File: src/rtl/standard_timer_consts.vh
// Register offsets, field positions, encodings and reset values of the timer.
`ifndef STANDARD_TIMER_CONSTS_VH
`define STANDARD_TIMER_CONSTS_VH

`define ADDR_CTRL0      12'h000
`define ADDR_CTRL1      12'h004
`define ADDR_COUNT      12'h008
`define ADDR_CMPA       12'h00C
`define ADDR_CMPP       12'h010
`define ADDR_FLAGS      12'h014

`define CTRL0_RUN       0
`define CTRL0_TRIG_FALL 1

`define CTRL1_CLR       0
`define CTRL1_DPX       1
`define CTRL1_POL       2
`define CTRL1_OC        3
`define CTRL1_FUNC_LO   4
`define CTRL1_FUNC_HI   5
`define CTRL1_MODE_LO   6
`define CTRL1_MODE_HI   7

`define FLAG_A          0
`define FLAG_P          1

`define MODE_CMP        2'h0
`define MODE_CAP        2'h1
`define MODE_PWM        2'h2
`define MODE_TC         2'h3

`define FUNC_NONE       2'h0
`define FUNC_LOW        2'h1
`define FUNC_HIGH       2'h2
`define FUNC_TOGGLE     2'h3
`define FUNC_INACTIVE   2'h0
`define FUNC_ACTIVE     2'h1
`define FUNC_PWM        2'h2
`define FUNC_PULSE      2'h3
`define CAP_RISE        2'h0
`define CAP_FALL        2'h1
`define CAP_BOTH        2'h2
`define CAP_OFF         2'h3

`define RST_CTRL1       8'h00
`define RST_CMPA        16'h0000
`define RST_CMPP        8'h00
`define RST_DATA        32'h0000_0000
`define P_ZERO_SPAN     17'h1_0000
`define P_LOW_ZERO      8'h00
`define CNT_LOW_TOP     8'hFF

`endif

File: src/rtl/pin_sync.v
// Two-flip-flop synchroniser for asynchronous pin inputs.
module pin_sync #(
	parameter WIDTH = 2
) (
	// Clock, reset and enable.
	input  wire             clk,
	input  wire             rst_n,
	input  wire             ce,
	// Raw and synchronised levels.
	input  wire [WIDTH-1:0] d,
	output wire [WIDTH-1:0] q
);

	reg [WIDTH-1:0] meta_q;
	reg [WIDTH-1:0] sync_q;

	always @(posedge clk or negedge rst_n) begin
		if (!rst_n) begin
			meta_q <= {WIDTH{1'b0}};
			sync_q <= {WIDTH{1'b0}};
		end else if (ce) begin
			meta_q <= d;
			sync_q <= meta_q;
		end
	end

	assign q = sync_q;

endmodule

File: src/rtl/sticky_flag.v
// Sticky event flag in which a set in the clearing cycle wins.
module sticky_flag (
	// Clock, reset and enable.
	input  wire clk,
	input  wire rst_n,
	input  wire ce,
	// Event and software clear.
	input  wire set,
	input  wire clr,
	output reg  q
);

	always @(posedge clk or negedge rst_n) begin
		if (!rst_n) begin
			q <= 1'b0;
		end else if (ce) begin
			q <= set | (q & ~clr);
		end
	end

endmodule

File: src/rtl/standard_timer.v
// Standard timer: 16-bit up counter with two comparators and an APB slave.
// Function
// [RULE1] Clear-select high: clear on A, only A flag
// [RULE2] Software never programs A to zero here
// [RULE3] Compare mode: only A match moves pin
// [RULE4] A match sets, clears or toggles pin
// [RULE5] Run rising edge loads initial output level
// [RULE6] Mode 11 counts like compare, pin unused
// [RULE7] Software selects PWM with mode and function
// [RULE8] Duty/period select swaps A and P roles
// [RULE9] P means P times 256, zero 65536
// [RULE10] Duty at or above period gives 100%
// [RULE11] PWM sets A and P flags separately
// [RULE12] PWM level, forcing and polarity controls
// [RULE13] PWM counts for fixed levels, ignores clear-select
// [RULE14] Software sets single-pulse function, keeps it
// [RULE15] Trigger edge sets run, starting the pulse
// [RULE16] A match ends pulse and raises flag
// [RULE17] Pulse counter reset only by run rise
// [RULE18] Capture edge latches counter into A value
// [RULE19] Capture counter runs, P match clears it
// [RULE20] Capture function 11 disables capture only
// [RULE21] Compare function decode: none, low, high, toggle
// [RULE22] P compares with upper counter byte only
// [RULE23] Match on equality, flags stay until cleared
//
// The placing of the registers and the APB register port are this design's own decisions.
module standard_timer #(
	parameter AW = 12
) (
	// Clock, reset and clock enable.
	input  wire          ref_clk,
	input  wire          arst_n,
	input  wire          ce,
	// APB slave.
	input  wire          psel,
	input  wire          penable,
	input  wire          pwrite,
	input  wire [AW-1:0] paddr,
	input  wire [31:0]   pwdata,
	output reg  [31:0]   prdata,
	output wire          pready,
	output reg           pslverr,
	// Timer pins.
	input  wire          trigger_clock_pin,
	input  wire          capture_input_pin,
	output reg           timer_out,
	output reg           timer_out_oe
);

`include "standard_timer_consts.vh"

	// Reset release.
	reg  [1:0]  rst_ff;
	wire        rst_n;

	always @(posedge ref_clk or negedge arst_n) begin
		if (!arst_n) begin
			rst_ff <= 2'h0;
		end else begin
			rst_ff <= {rst_ff[0], 1'b1};
		end
	end

	assign rst_n = rst_ff[1];

	// Pin synchronisation and edge detection.
	wire [1:0]  pins_s;
	reg  [1:0]  pins_prev_q;
	wire        trig_s;
	wire        cap_s;
	wire        trig_prev;
	wire        cap_prev;

	pin_sync #(
		.WIDTH (2)
	) u_pin_sync (
		.clk   (ref_clk),
		.rst_n (rst_n),
		.ce    (ce),
		.d     ({capture_input_pin, trigger_clock_pin}),
		.q     (pins_s)
	);

	assign trig_s    = pins_s[0];
	assign cap_s     = pins_s[1];
	assign trig_prev = pins_prev_q[0];
	assign cap_prev  = pins_prev_q[1];

	// State registers.
	reg         run_q;
	reg         run_d;
	reg         run_prev_q;
	reg         trig_fall_q;
	reg  [7:0]  ctrl1_q;
	reg  [15:0] cmpa_q;
	reg  [15:0] cmpa_d;
	reg  [7:0]  cmpp_q;
	reg  [15:0] cnt_q;
	reg  [15:0] cnt_d;
	reg         out_lvl_q;
	reg         out_lvl_d;
	reg         pin_d;
	reg         pwm_active;
	reg  [31:0] rd_d;
	reg         err_d;
	wire        flag_a;
	wire        flag_p;

	// Control field decode.
	wire [1:0]  mode    = ctrl1_q[`CTRL1_MODE_HI:`CTRL1_MODE_LO];
	wire [1:0]  func    = ctrl1_q[`CTRL1_FUNC_HI:`CTRL1_FUNC_LO];
	wire        oc      = ctrl1_q[`CTRL1_OC];
	wire        pol     = ctrl1_q[`CTRL1_POL];
	wire        dpx     = ctrl1_q[`CTRL1_DPX];
	wire        clr_sel = ctrl1_q[`CTRL1_CLR];

	wire        is_cmp   = (mode == `MODE_CMP) | (mode == `MODE_TC);
	wire        is_cap   = (mode == `MODE_CAP);
	wire        is_pmode = (mode == `MODE_PWM);
	wire        is_pulse = is_pmode & (func == `FUNC_PULSE);
	wire        is_pwm   = is_pmode & ~is_pulse;

	// APB decode; the slave answers in the access cycle while enabled.
	wire        setup   = psel & ~penable;
	wire        access  = psel & penable & ce;
	wire        wr      = access & pwrite;
	wire        wr_ctl0 = wr & (paddr == `ADDR_CTRL0);
	wire        wr_ctl1 = wr & (paddr == `ADDR_CTRL1);
	wire        wr_cmpa = wr & (paddr == `ADDR_CMPA);
	wire        wr_cmpp = wr & (paddr == `ADDR_CMPP);
	wire        wr_flag = wr & (paddr == `ADDR_FLAGS);

	assign pready = ce;

	// Counter events.
	wire        run_rise = run_q & ~run_prev_q;
	wire        counting = run_q & ~run_rise;
	wire [7:0]  hi_next  = cnt_q[15:8] + 8'h01;
	wire        a_hit    = counting & (cnt_q == cmpa_q); // [RULE23]
	// P compares the upper byte only, so the match falls where the
	// counter would roll into P times 256; zero gives the overflow.
	wire        p_hit    = counting & (cnt_q[7:0] == `CNT_LOW_TOP) &
	                       (hi_next == cmpp_q); // [RULE22] [RULE9]
	wire [16:0] p_span   = (cmpp_q == `P_LOW_ZERO) ? `P_ZERO_SPAN :
	                       {1'b0, cmpp_q, `P_LOW_ZERO}; // [RULE9]

	wire        trig_edge = trig_fall_q ? (trig_prev & ~trig_s) :
	                                      (~trig_prev & trig_s);
	wire        cap_rise  = ~cap_prev & cap_s;
	wire        cap_fall  = cap_prev & ~cap_s;
	reg         cap_sel;

	always @* begin
		case (func)
			`CAP_RISE: cap_sel = cap_rise;
			`CAP_FALL: cap_sel = cap_fall;
			`CAP_BOTH: cap_sel = cap_rise | cap_fall;
			default:   cap_sel = 1'b0; // [RULE20]
		endcase
	end

	wire        cap_hit = is_cap & run_q & cap_sel; // [RULE18]

	// Flag events.
	wire        set_a = (a_hit & ~is_cap) | cap_hit; // [RULE11] [RULE16]
	wire        set_p = p_hit & (is_cap | is_pwm |
	                    (is_cmp & ~clr_sel)); // [RULE1] [RULE11] [RULE19]

	sticky_flag u_flag_a (
		.clk   (ref_clk),
		.rst_n (rst_n),
		.ce    (ce),
		.set   (set_a),
		.clr   (wr_flag & pwdata[`FLAG_A]),
		.q     (flag_a)
	); // [RULE23]

	sticky_flag u_flag_p (
		.clk   (ref_clk),
		.rst_n (rst_n),
		.ce    (ce),
		.set   (set_p),
		.clr   (wr_flag & pwdata[`FLAG_P]),
		.q     (flag_p)
	); // [RULE23]

	// Counter next value.
	always @* begin
		cnt_d = cnt_q;
		if (run_rise) begin
			cnt_d = 16'h0000; // [RULE17]
		end else if (counting) begin
			if (is_pulse) begin
				cnt_d = cnt_q + 16'h0001; // [RULE17]
			end else if (is_cap) begin
				cnt_d = p_hit ? 16'h0000 : cnt_q + 16'h0001; // [RULE19]
			end else if (is_pwm) begin
				// The clear-select bit is not consulted here.
				cnt_d = (dpx ? a_hit : p_hit) ? 16'h0000 :
				        cnt_q + 16'h0001; // [RULE8] [RULE13]
			end else begin
				cnt_d = (clr_sel ? a_hit : p_hit) ? 16'h0000 :
				        cnt_q + 16'h0001; // [RULE1] [RULE6]
			end
		end
	end

	// Run enable: software write, trigger set, pulse-end clear.
	always @* begin
		run_d = run_q;
		if (wr_ctl0) begin
			run_d = pwdata[`CTRL0_RUN];
		end
		if (is_pulse & trig_edge & ~run_q) begin
			run_d = 1'b1; // [RULE15]
		end
		if (is_pulse & a_hit) begin
			run_d = 1'b0; // [RULE16]
		end
	end

	// Capture writes over a software write in the same cycle.
	always @* begin
		cmpa_d = cmpa_q;
		if (wr_cmpa) begin
			cmpa_d = pwdata[15:0];
		end
		if (cap_hit) begin
			cmpa_d = cnt_q; // [RULE18]
		end
	end

	// Compare-mode output level.
	always @* begin
		out_lvl_d = out_lvl_q;
		if (run_rise) begin
			out_lvl_d = oc; // [RULE5]
		end else if ((mode == `MODE_CMP) & a_hit) begin // [RULE3]
			case (func) // [RULE4] [RULE21]
				`FUNC_LOW:    out_lvl_d = 1'b0;
				`FUNC_HIGH:   out_lvl_d = 1'b1;
				`FUNC_TOGGLE: out_lvl_d = ~out_lvl_q;
				default:      out_lvl_d = out_lvl_q;
			endcase
		end
	end

	// PWM active phase; a duty at or above the period stays active.
	always @* begin
		if (dpx) begin
			pwm_active = (p_span >= {1'b0, cmpa_q}) |
			             ({1'b0, cnt_q} < p_span); // [RULE8] [RULE10]
		end else begin
			pwm_active = ({1'b0, cmpa_q} >= p_span) |
			             (cnt_q < cmpa_q); // [RULE8] [RULE10]
		end
	end

	// Pin level after polarity.
	always @* begin
		pin_d = 1'b0;
		if (mode == `MODE_CMP) begin
			pin_d = out_lvl_q ^ pol;
		end else if (is_pulse) begin
			pin_d = (run_q ? oc : ~oc) ^ pol; // [RULE15] [RULE16]
		end else if (is_pwm) begin
			case (func) // [RULE12]
				`FUNC_INACTIVE: pin_d = ~oc ^ pol;
				`FUNC_ACTIVE:   pin_d = oc ^ pol;
				default:        pin_d = (pwm_active ? oc : ~oc) ^ pol;
			endcase
		end
	end

	// Read mux, sampled in the setup cycle.
	always @* begin
		rd_d  = `RST_DATA;
		err_d = 1'b0;
		case (paddr)
			`ADDR_CTRL0: rd_d = {30'h0000_0000, trig_fall_q, run_q};
			`ADDR_CTRL1: rd_d = {24'h00_0000, ctrl1_q};
			`ADDR_COUNT: rd_d = {16'h0000, cnt_q};
			`ADDR_CMPA:  rd_d = {16'h0000, cmpa_q};
			`ADDR_CMPP:  rd_d = {24'h00_0000, cmpp_q};
			`ADDR_FLAGS: rd_d = {30'h0000_0000, flag_p, flag_a};
			default:     err_d = 1'b1;
		endcase
	end

	// Clocked state.
	always @(posedge ref_clk or negedge rst_n) begin
		if (!rst_n) begin
			run_q        <= 1'b0;
			run_prev_q   <= 1'b0;
			trig_fall_q  <= 1'b0;
			ctrl1_q      <= `RST_CTRL1;
			cmpa_q       <= `RST_CMPA;
			cmpp_q       <= `RST_CMPP;
			cnt_q        <= 16'h0000;
			out_lvl_q    <= 1'b0;
			pins_prev_q  <= 2'h0;
			timer_out    <= 1'b0;
			timer_out_oe <= 1'b0;
			prdata       <= `RST_DATA;
			pslverr      <= 1'b0;
		end else if (ce) begin
			run_q       <= run_d;
			run_prev_q  <= run_q;
			cnt_q       <= cnt_d;
			cmpa_q      <= cmpa_d;
			out_lvl_q   <= out_lvl_d;
			pins_prev_q <= pins_s;
			if (wr_ctl0) begin
				trig_fall_q <= pwdata[`CTRL0_TRIG_FALL];
			end
			if (wr_ctl1) begin
				ctrl1_q <= pwdata[7:0];
			end
			if (wr_cmpp) begin
				cmpp_q <= pwdata[7:0];
			end
			timer_out    <= pin_d;
			// Timer/counter and capture modes leave the pin free.
			timer_out_oe <= (mode == `MODE_CMP) | is_pmode; // [RULE6]
			if (setup) begin
				prdata  <= rd_d;
				pslverr <= err_d;
			end
		end
	end

endmodule

File: config.mk
export PLATFORM = sky130hd
export DESIGN_NAME = standard_timer
export DESIGN_NICKNAME = d
export VERILOG_FILES = /design/src/rtl/pin_sync.v /design/src/rtl/sticky_flag.v /design/src/rtl/standard_timer.v
export VERILOG_INCLUDE_DIRS = /design/src /design/src/rtl
export SDC_FILE = /design/constraint.sdc
export NUM_CORES = 1
export LEC_CHECK = 0
export BUFFER_PORTS_ARGS = -buffer_cell sky130_fd_sc_hd__buf_4
export CORE_MARGIN = 8
export CORE_UTILIZATION = 45
export CTS_BUF_LIST = sky130_fd_sc_hd__clkbuf_16
export DETAILED_ROUTE_END_ITERATION = 8
export GPL_ROUTABILITY_DRIVEN = 0
export PLACE_DENSITY = 0.65
export SYNTH_ARGS = -nofsm -noshare
export SYNTH_HDL_FRONTEND = slang
export SYNTH_SLANG_ARGS = --single-unit
File: constraint.sdc
create_clock -name ref_clk -period 3.4 [get_ports ref_clk]
set_input_delay 0.17 -clock ref_clk [delete_from_list [all_inputs] [get_ports ref_clk]]
set_output_delay 0.17 -clock ref_clk [all_outputs]
set_load 0.03 [all_outputs]
==> results of run 1 <==
## layer usage
metal / up-vias / track usage [%] / share of wire [%]
met2: 111 / 28.34 / 46
met1: 2116 / 24.23 / 46
met3: 10 / 4.298 / 5.9
met4: 0 / 6.520 / 1.5
met5: - / 0 / 0
li1: 2165 / - / -
## cells by family after synthesis
group	after synthesis	share of synthesized area, %
flops	81	38.27
other cells	2	0.1418
mux	46	8.906
xor+xnor	13	2.150
compound gates	142	16.54
fa+ha+maj	42	9.922
buf+inv	83	7.489
simple gates	183	16.58
## registers in the layout, summed over array words and instances (netlist names), 2 cells and up
register / flops
cmpa_q: 16
pins_prev_q: 2
u_pin_sync.q: 2
ctrl1_q: 8
cmpp_q: 8
cnt_q: 16
u_pin_sync.meta_q: 2
rst_ff: 2
prdata: 16
## how the worst max path moves through the flow
| stage | to | depth (start not counted) |
|---|---|---|
| finish | timer_out$_DFFE_PN0P_ | 11 |
| global route | timer_out$_DFFE_PN0P_ | 11 |
| CTS | timer_out$_DFFE_PN0P_ | 11 |
| detailed placement | timer_out$_DFFE_PN0P_ | 11 |
| global placement | timer_out$_DFFE_PN0P_ | 11 |
| floorplan | timer_out$_DFFE_PN0P_ | 10 |
## worst max-delay path, cell delays in order (launching register included)
cell     delay [ns]
dfrtp_1        0.45
inv_1          0.07
ha_1           0.33
a21oi_1        0.15
nand2_1        0.07
a221o_1        0.34
or3_1          0.33
a32oi_1        0.41
nor2_1         0.08
o32ai_1        0.32
mux2i_1        0.22
o21ai_1        0.08
## report_power, final
part / switching, mW / internal [mW]
registers: 0.0266 / 0.978
clock network: 0.384 / 0.555
logic: 0.0728 / 0.0528
total: 0.483 / 1.59
## cell type report
class / instances / area [um2] / area share (%)
timing repair buffer: 75 / 565.5 / 9.219
inverter: 38 / 142.6 / 2.325
sequential: 81 / 2031 / 33.10
multi-input combinational: 443 / 2938 / 47.89
tap: 143 / 178.9 / 2.917
clock inverter: 7 / 53.80 / 0.8770
clock buffer: 9 / 225.2 / 3.671
## synth_stat cells (3+ instances only)
cell type | number | area share [%]
inv_1 | 38 | 2.7
and3_1 | 9 | 1.1
o31ai_1 | 9 | 1.3
nand3_1 | 14 | 1.3
or2_2 | 3 | 0.35
a21oi_1 | 16 | 1.5
nand2b_1 | 7 | 0.83
a21o_1 | 4 | 0.57
ha_1 | 42 | 9.9
buf_4 | 17 | 2.4
mux2i_1 | 37 | 7.0
nand4_1 | 5 | 0.59
buf_2 | 5 | 0.47
o21ai_1 | 19 | 1.8
xnor2_1 | 10 | 1.7
nor4_1 | 7 | 0.83
xor2_1 | 3 | 0.50
o21ai_0 | 61 | 5.8
nor2_1 | 30 | 2.1
clkbuf_1 | 19 | 1.3
nand2_1 | 78 | 5.5
nor3_1 | 5 | 0.47
a221oi_1 | 7 | 1.2
dfrtp_1 | 81 | 38
nor2b_1 | 10 | 1.2
and2_1 | 3 | 0.35
mux2_2 | 9 | 1.9
## through the flow
stage          power, mW  cell area, um2  setup WS [ns]  hold WS (ns)
2_1_floorplan      1.103            5353         0.9311       -0.1256
3_3_place_gp       1.144            5846         0.5756      -0.04796
3_5_place_dp       1.148            5846         0.5423      -0.04587
4_1_cts            2.090            6135         0.5221       0.05709
5_1_grt            2.136            6135         0.2083       0.05651
6_report           2.068            6135         0.4252       0.06198
==> qor.yml, run 1 <==
status: "complete, no violations"
max_freq_mhz: 336.2
grt_max_degree: 80
peakVddDrop_v: 0.0002782
skew_ns: 0.006338
layout_common_cells: "80 x dfrtp_1, 78 x nand2_1, 74 x buf_4, 60 x o21ai_0, 42 x ha_1"
grt_usage_pct: 18.26
cts-htree-levels: 3
fillers: 1048
async_reset_ff_share_pct: 100.0
r2r_cells: 11
clkTransAtPathRegs_ns: 0.06
port_buffers: 55
synth-edff-count: 0
r2r-start: "cmpa_q[14]$_DFFE_PN0P_"
worst_slew_pin_slew_ns: 1.133
die_x_um: 124.5
drc_errors: 0
synth_area_um2: 5296
grt_pass1_vias: 4476
finalHoldViolCount: 0
postRouteAntennaNets: 0
p_leak_nw: 2.835
cp-start-kind: "flip-flop"
wirelength_um: 13900
min-delay-start: "capture_input_pin"
drive_gt1_share_pct: 16.69
antenna_found_initial: 0
timing.final.crit_period_ns: 2.975
mostFrequentLayoutCell: "dfrtp_1"
worstPathRequired_ns: 3.62
drv_slew: 0
yosysWarningCount: 0
cap_viol_max_count: 0
end_kind: "flip-flop"
post_cts_resized: 0
power_density_nw_per_um2: 337.1
fin_tns_setup_ns: 0
crit_type: "reg -> reg"
post_cts_buffers: 0
ios: 88
cts_tree: "built"
grt_overflow_total: 0
setup_viol: 0
relSlewSlack_pct: 24.44
synth-main-ff-cell: "dfrtp_1"
cts_buffers: 9
fin_cells: 796
path_max_fanout: 4
vias_per_cell: 5.530
clockRootBuffer: "clkbuf_16"
r2r_setup_slack_ns: 0.43
grt_pass1_wl_um: 23190
startpoint: "cmpa_q[14]$_DFFE_PN0P_"
start_util_pct: 46.19
worstHoldPathType: "in -> reg"
hold_depth: 2
fp.dieH_um: 124.5
cts.sinks: 81
yosysSeqAreaShare_pct: 38.27
vias: 4402
syn_avg_cell_area_um2: 8.947
fin_util_pct: 53.50
syn-instance-count: 592
placed_cells: 779
placeableCoreArea_um2: 11470
cts_hold_buf: 1
ys_types: 57
arrival_ns: 3.19
hold_end: "u_pin_sync.meta_q[1]$_DFFE_PN0P_"
drt_pass1_iterations: 5
diodes: 0
drt-initial-drc-count: 338
syn_to_final_growth_pct: 15.83
ys_ff_latch: 81
r2r_end: "timer_out$_DFFE_PN0P_"
rsz0062_at_grt: "no"
dieArea_um2: 15500
finalCritPeriodShare_pct: 87.49
clk_latency_ns: 0.34
detail_route.wl_per_cell_um: 17.47
dpl.hpwl_um: 10580
layout.nets: 742
clockBufferDepth: 2
fp-row-count: 39
(Power assumes the default switching activity.)
==> run 2, diff against run 1 <==
- ABC_AREA: default -> 1
- RECOVER_POWER: default -> 50
==> run 2 against run 1 <==
Compared with the run above:
- the run now ends with capacitance limit, slew limit left
- critical path depth is 3 lower
- combinational power rose by 120%
- first-iteration DRC count grew 16%
- die area is 2.2% higher
- power grew 11%
- fmax grew 20%
- non-clock buffer count is 16 lower
- clock power rose by 2.2%
- largest cell class unchanged
- largest power group unchanged
==> qor.yml, run 2 <==
clkTransAtPathRegs_ns: 0.06  # about the same
synth_compound_area_share_pct: 17.31  # +0.78 points
yosysSeqAreaShare_pct: 37.34  # -0.93 points
arrival_ns: 2.69  # -0.50 ns
clk_latency_ns: 0.35  # about the same
synth_top_family_by_area: "simple AND/OR/NAND/NOR gates"
power.internal_mw: 1.669  # +5.3%
grt_pass1_wl_um: 23930  # +3.2%
dpl.hpwl_um: 10840  # +2.4%
fp.dieH_um: 125.8  # +1.1%
clockRootBuffer: "clkbuf_16"
netlist_top_cells_area: "dfrtp_1 37%, nand2_1 12%, ha_1 9.7%"
port_buffers: 55  # unchanged
synthMuxAreaShare_pct: 0  # -8.9 points
drc_errors: 0  # unchanged
cp-start-kind: "flip-flop"
async_reset_ff_share_pct: 100.0  # unchanged
finalHoldViolCount: 0  # unchanged
synth_fa_ha_area_share_pct: 9.682  # -0.24 points
wirelength_um: 14480  # +4.1%
yosysMostFrequentCell: "nand2_1"
pwr-share-comb_pct: 12.1  # +6.0 points
power_density_nw_per_um2: 376.6  # +12%
fp-row-count: 40  # +2.6%
ys_types: 40  # -30%
drt-initial-drc-count: 393  # +16%
max_stage_delay_ns: 0.49  # +0.04 ns
vias_per_cell: 5.368  # -2.9%
yosys.area.top_type_share_pct: 37.34  # -0.93 points
pwr-share-clk_pct: 41.7  # -3.7 points
p_sw_share_pct: 27.38  # +4.0 points
rsz0062_at_grt: "no"
syn_avg_cell_area_um2: 7.645  # -15%
grt_overflow_total: 0  # unchanged
status: "complete, but fails checks"
drv_slew: 80  # +80
synth-edff-count: 0  # unchanged
cts_buffers: 9  # unchanged
yosysTopAreaCell: "dfrtp_1"
cp_slowest_cell: "dfrtp_1"
fin_util_pct: 51.23  # -2.3 points
start_util_pct: 45.57  # -0.62 points
drive_gt1_share_pct: 10.62  # -6.1 points
layout.nets: 852  # +15%
worstPathRequired_ns: 3.61  # about the same
worstHoldPathType: "in -> reg"
path_max_fanout: 13  # +9
fin_ws_ns: 0.9122  # +0.4870 ns
totalPowerFinal_mw: 2.298  # +11%
cp_num_buf_inv: 0  # -1
crit_type: "reg -> reg"
cts_tree: "built"
setup_viol: 0  # unchanged
placeableCoreArea_um2: 11910  # +3.9%
p_switching_uw: 629.2  # +30%
peakVddDrop_v: 0.0004331  # +56%
clockBufferDepth: 2  # unchanged
violations: "capacitance limit, slew limit"
mostFrequentLayoutCell: "nand2_1"
skew_ns: 0.006199  # -0.0001396 ns
die_x_um: 125.8  # +1.1%
grt_pass1_vias: 4939  # +10%
p_leak_nw: 3.006  # +6.0%
grt_usage_pct: 18.83  # +0.57 points
synth-xor-area-share_pct: 3.066  # +0.92 points
whs_ns: 0.02403  # -0.03794 ns
dieArea_um2: 15830  # +2.2%
max_freq_mhz: 402.0  # +20%
end_kind: "flip-flop"
relSlewSlack_pct: -15.67  # -40 points
worst_slew_pin_slew_ns: 1.735  # +0.6017 ns
cp_top_family: "simple AND/OR/NAND/NOR gates"
synthTopCellsByCount: "178 x nand2_1, 99 x inv_1, 81 x dfrtp_1, 71 x o21ai_0, 42 x ha_1"
fin_tns_setup_ns: 0  # unchanged
drt_pass1_iterations: 5  # unchanged
post_cts_buffers: 0  # unchanged
diodes: 0  # unchanged
cap_viol_max_count: 1  # +1
ios: 88  # unchanged
post-place-ws_ns: 0.9767  # +0.4343 ns
cts-htree-levels: 3  # unchanged
syn-instance-count: 710  # +20%
timing.final.crit_period_ns: 2.488  # -0.4870 ns
syn_to_final_growth_pct: 12.43
synthSimpleGateAreaFrac_pct: 21.05  # +4.5 points
ys_ff_latch: 81  # unchanged
synth_area_um2: 5428  # +2.5%
finalCritPeriodShare_pct: 73.17  # -14 points
layout_common_cells: "178 x nand2_1, 100 x inv_1, 80 x dfrtp_1, 71 x o21ai_0, 42 x ha_1"
cp_cell_sequence: "ha_1 > nand4_1 > nor3_1 > nand3_1 > a21oi_1 > nand2_2 > nand2_4 > o22ai_1"
reg.largest.list: "cmpa_q x16, cnt_q x16, prdata x16"
post_cts_resized: 0  # unchanged
vias: 4885  # +11%
yosysWarningCount: 0  # unchanged
p_seq_share_pct: 46.1  # -2.5 points
antenna_found_initial: 0  # unchanged
synth-main-ff-cell: "dfrtp_1"
postRouteAntennaNets: 0  # unchanged
cts.sinks: 81  # unchanged
grt_max_degree: 80  # unchanged
detail_route.wl_per_cell_um: 15.91  # -8.9%
run 2: changes by cell type after synthesis, moves of 9 or more:
cell | previous run | this run
nand3_1 | 14 | 25
nor2b_1 | 10 | 0
o22ai_2 | 0 | 10
inv_1 | 38 | 99
o22ai_1 | 2 | 24
mux2i_1 | 37 | 0
o211ai_1 | 2 | 11
o21ai_0 | 61 | 71
nand2_1 | 78 | 178
mux2_2 | 9 | 0
xor2_1 | 3 | 14
o21ai_1 | 19 | 4
run 2: power by group through the flow:
stage | registers (mW) | logic (mW) | clock network, mW
3_3_place_gp | 1.08 | 0.269 | 0
5_1_grt | 1.07 | 0.315 | 1.01
4_1_cts | 1.06 | 0.283 | 0.978
2_1_floorplan | 1.07 | 0.204 | 0
6_report | 1.06 | 0.279 | 0.959
3_5_place_dp | 1.08 | 0.279 | 0
run 2: cells by family after synthesis:
| family | count (synthesis) |
|---|---|
| compound gates | 153 |
| simple gates | 271 |
| buf+inv | 142 |
| other cells | 2 |
| xor+xnor | 19 |
| flops | 81 |
| fa+ha+maj | 42 |
run 2: metal layers:
metal | vias to the layer above | routed length [um] | track usage (%)
met3 | 35 | 723 | 4.937
met5 | - | 0 | 0
met4 | 0 | 508 | 8.068
met2 | 150 | 6879 | 30.93
met1 | 2315 | 6365 | 22.93
li1 | 2385 | - | -
run 2: tightest hold or removal path: stages:
cell	delay, ns
buf_4	0.08
nand2_1	0.04
nand2_1	0.05
run 2: worst paths after layout:
check / cells past startpoint / to / slack, ns / from
max reg2reg: 8 / cnt_q[3]$_DFFE_PN0P_ / 0.91 / cnt_q[13]$_DFFE_PN0P_
min in group asynchronous: 2 / rst_ff[0]$_DFF_PN0_ / 0.13 / arst_n
min reg2reg: 0 / rst_ff[1]$_DFF_PN0_ / 0.35 / rst_ff[0]$_DFF_PN0_
min: 3 / u_pin_sync.meta_q[1]$_DFFE_PN0P_ / 0.02 / capture_input_pin
max in group asynchronous: 0 / prdata[14]$_DFFE_PN0P_ / 1.62 / rst_ff[1]$_DFF_PN0_
max: 8 / cnt_q[3]$_DFFE_PN0P_ / 0.91 / cnt_q[13]$_DFFE_PN0P_
run 2: what timing repair did:
action                                  4_1_cts  5_1_grt
endpoints found under the setup margin        0        0
hold buffers                                  1        0
endpoints found under the hold margin         2        0
run 2: layout make-up:
class | instances | area, um2
fill | 1193 | 5809
multi-input combinational | 502 | 2841
sequential | 81 | 2028
inverter | 105 | 394.1
timing repair buffer | 59 | 366.6
clock buffer | 9 | 225.2
tap | 147 | 183.9
clock inverter | 7 | 62.56
run 2: stage by stage:
step,area (um2),cells
after detailed placement,5886,893
after global placement,5886,893
after global routing,6102,910
after CTS,6183,910
after floorplan,5484,725
final,6102,910
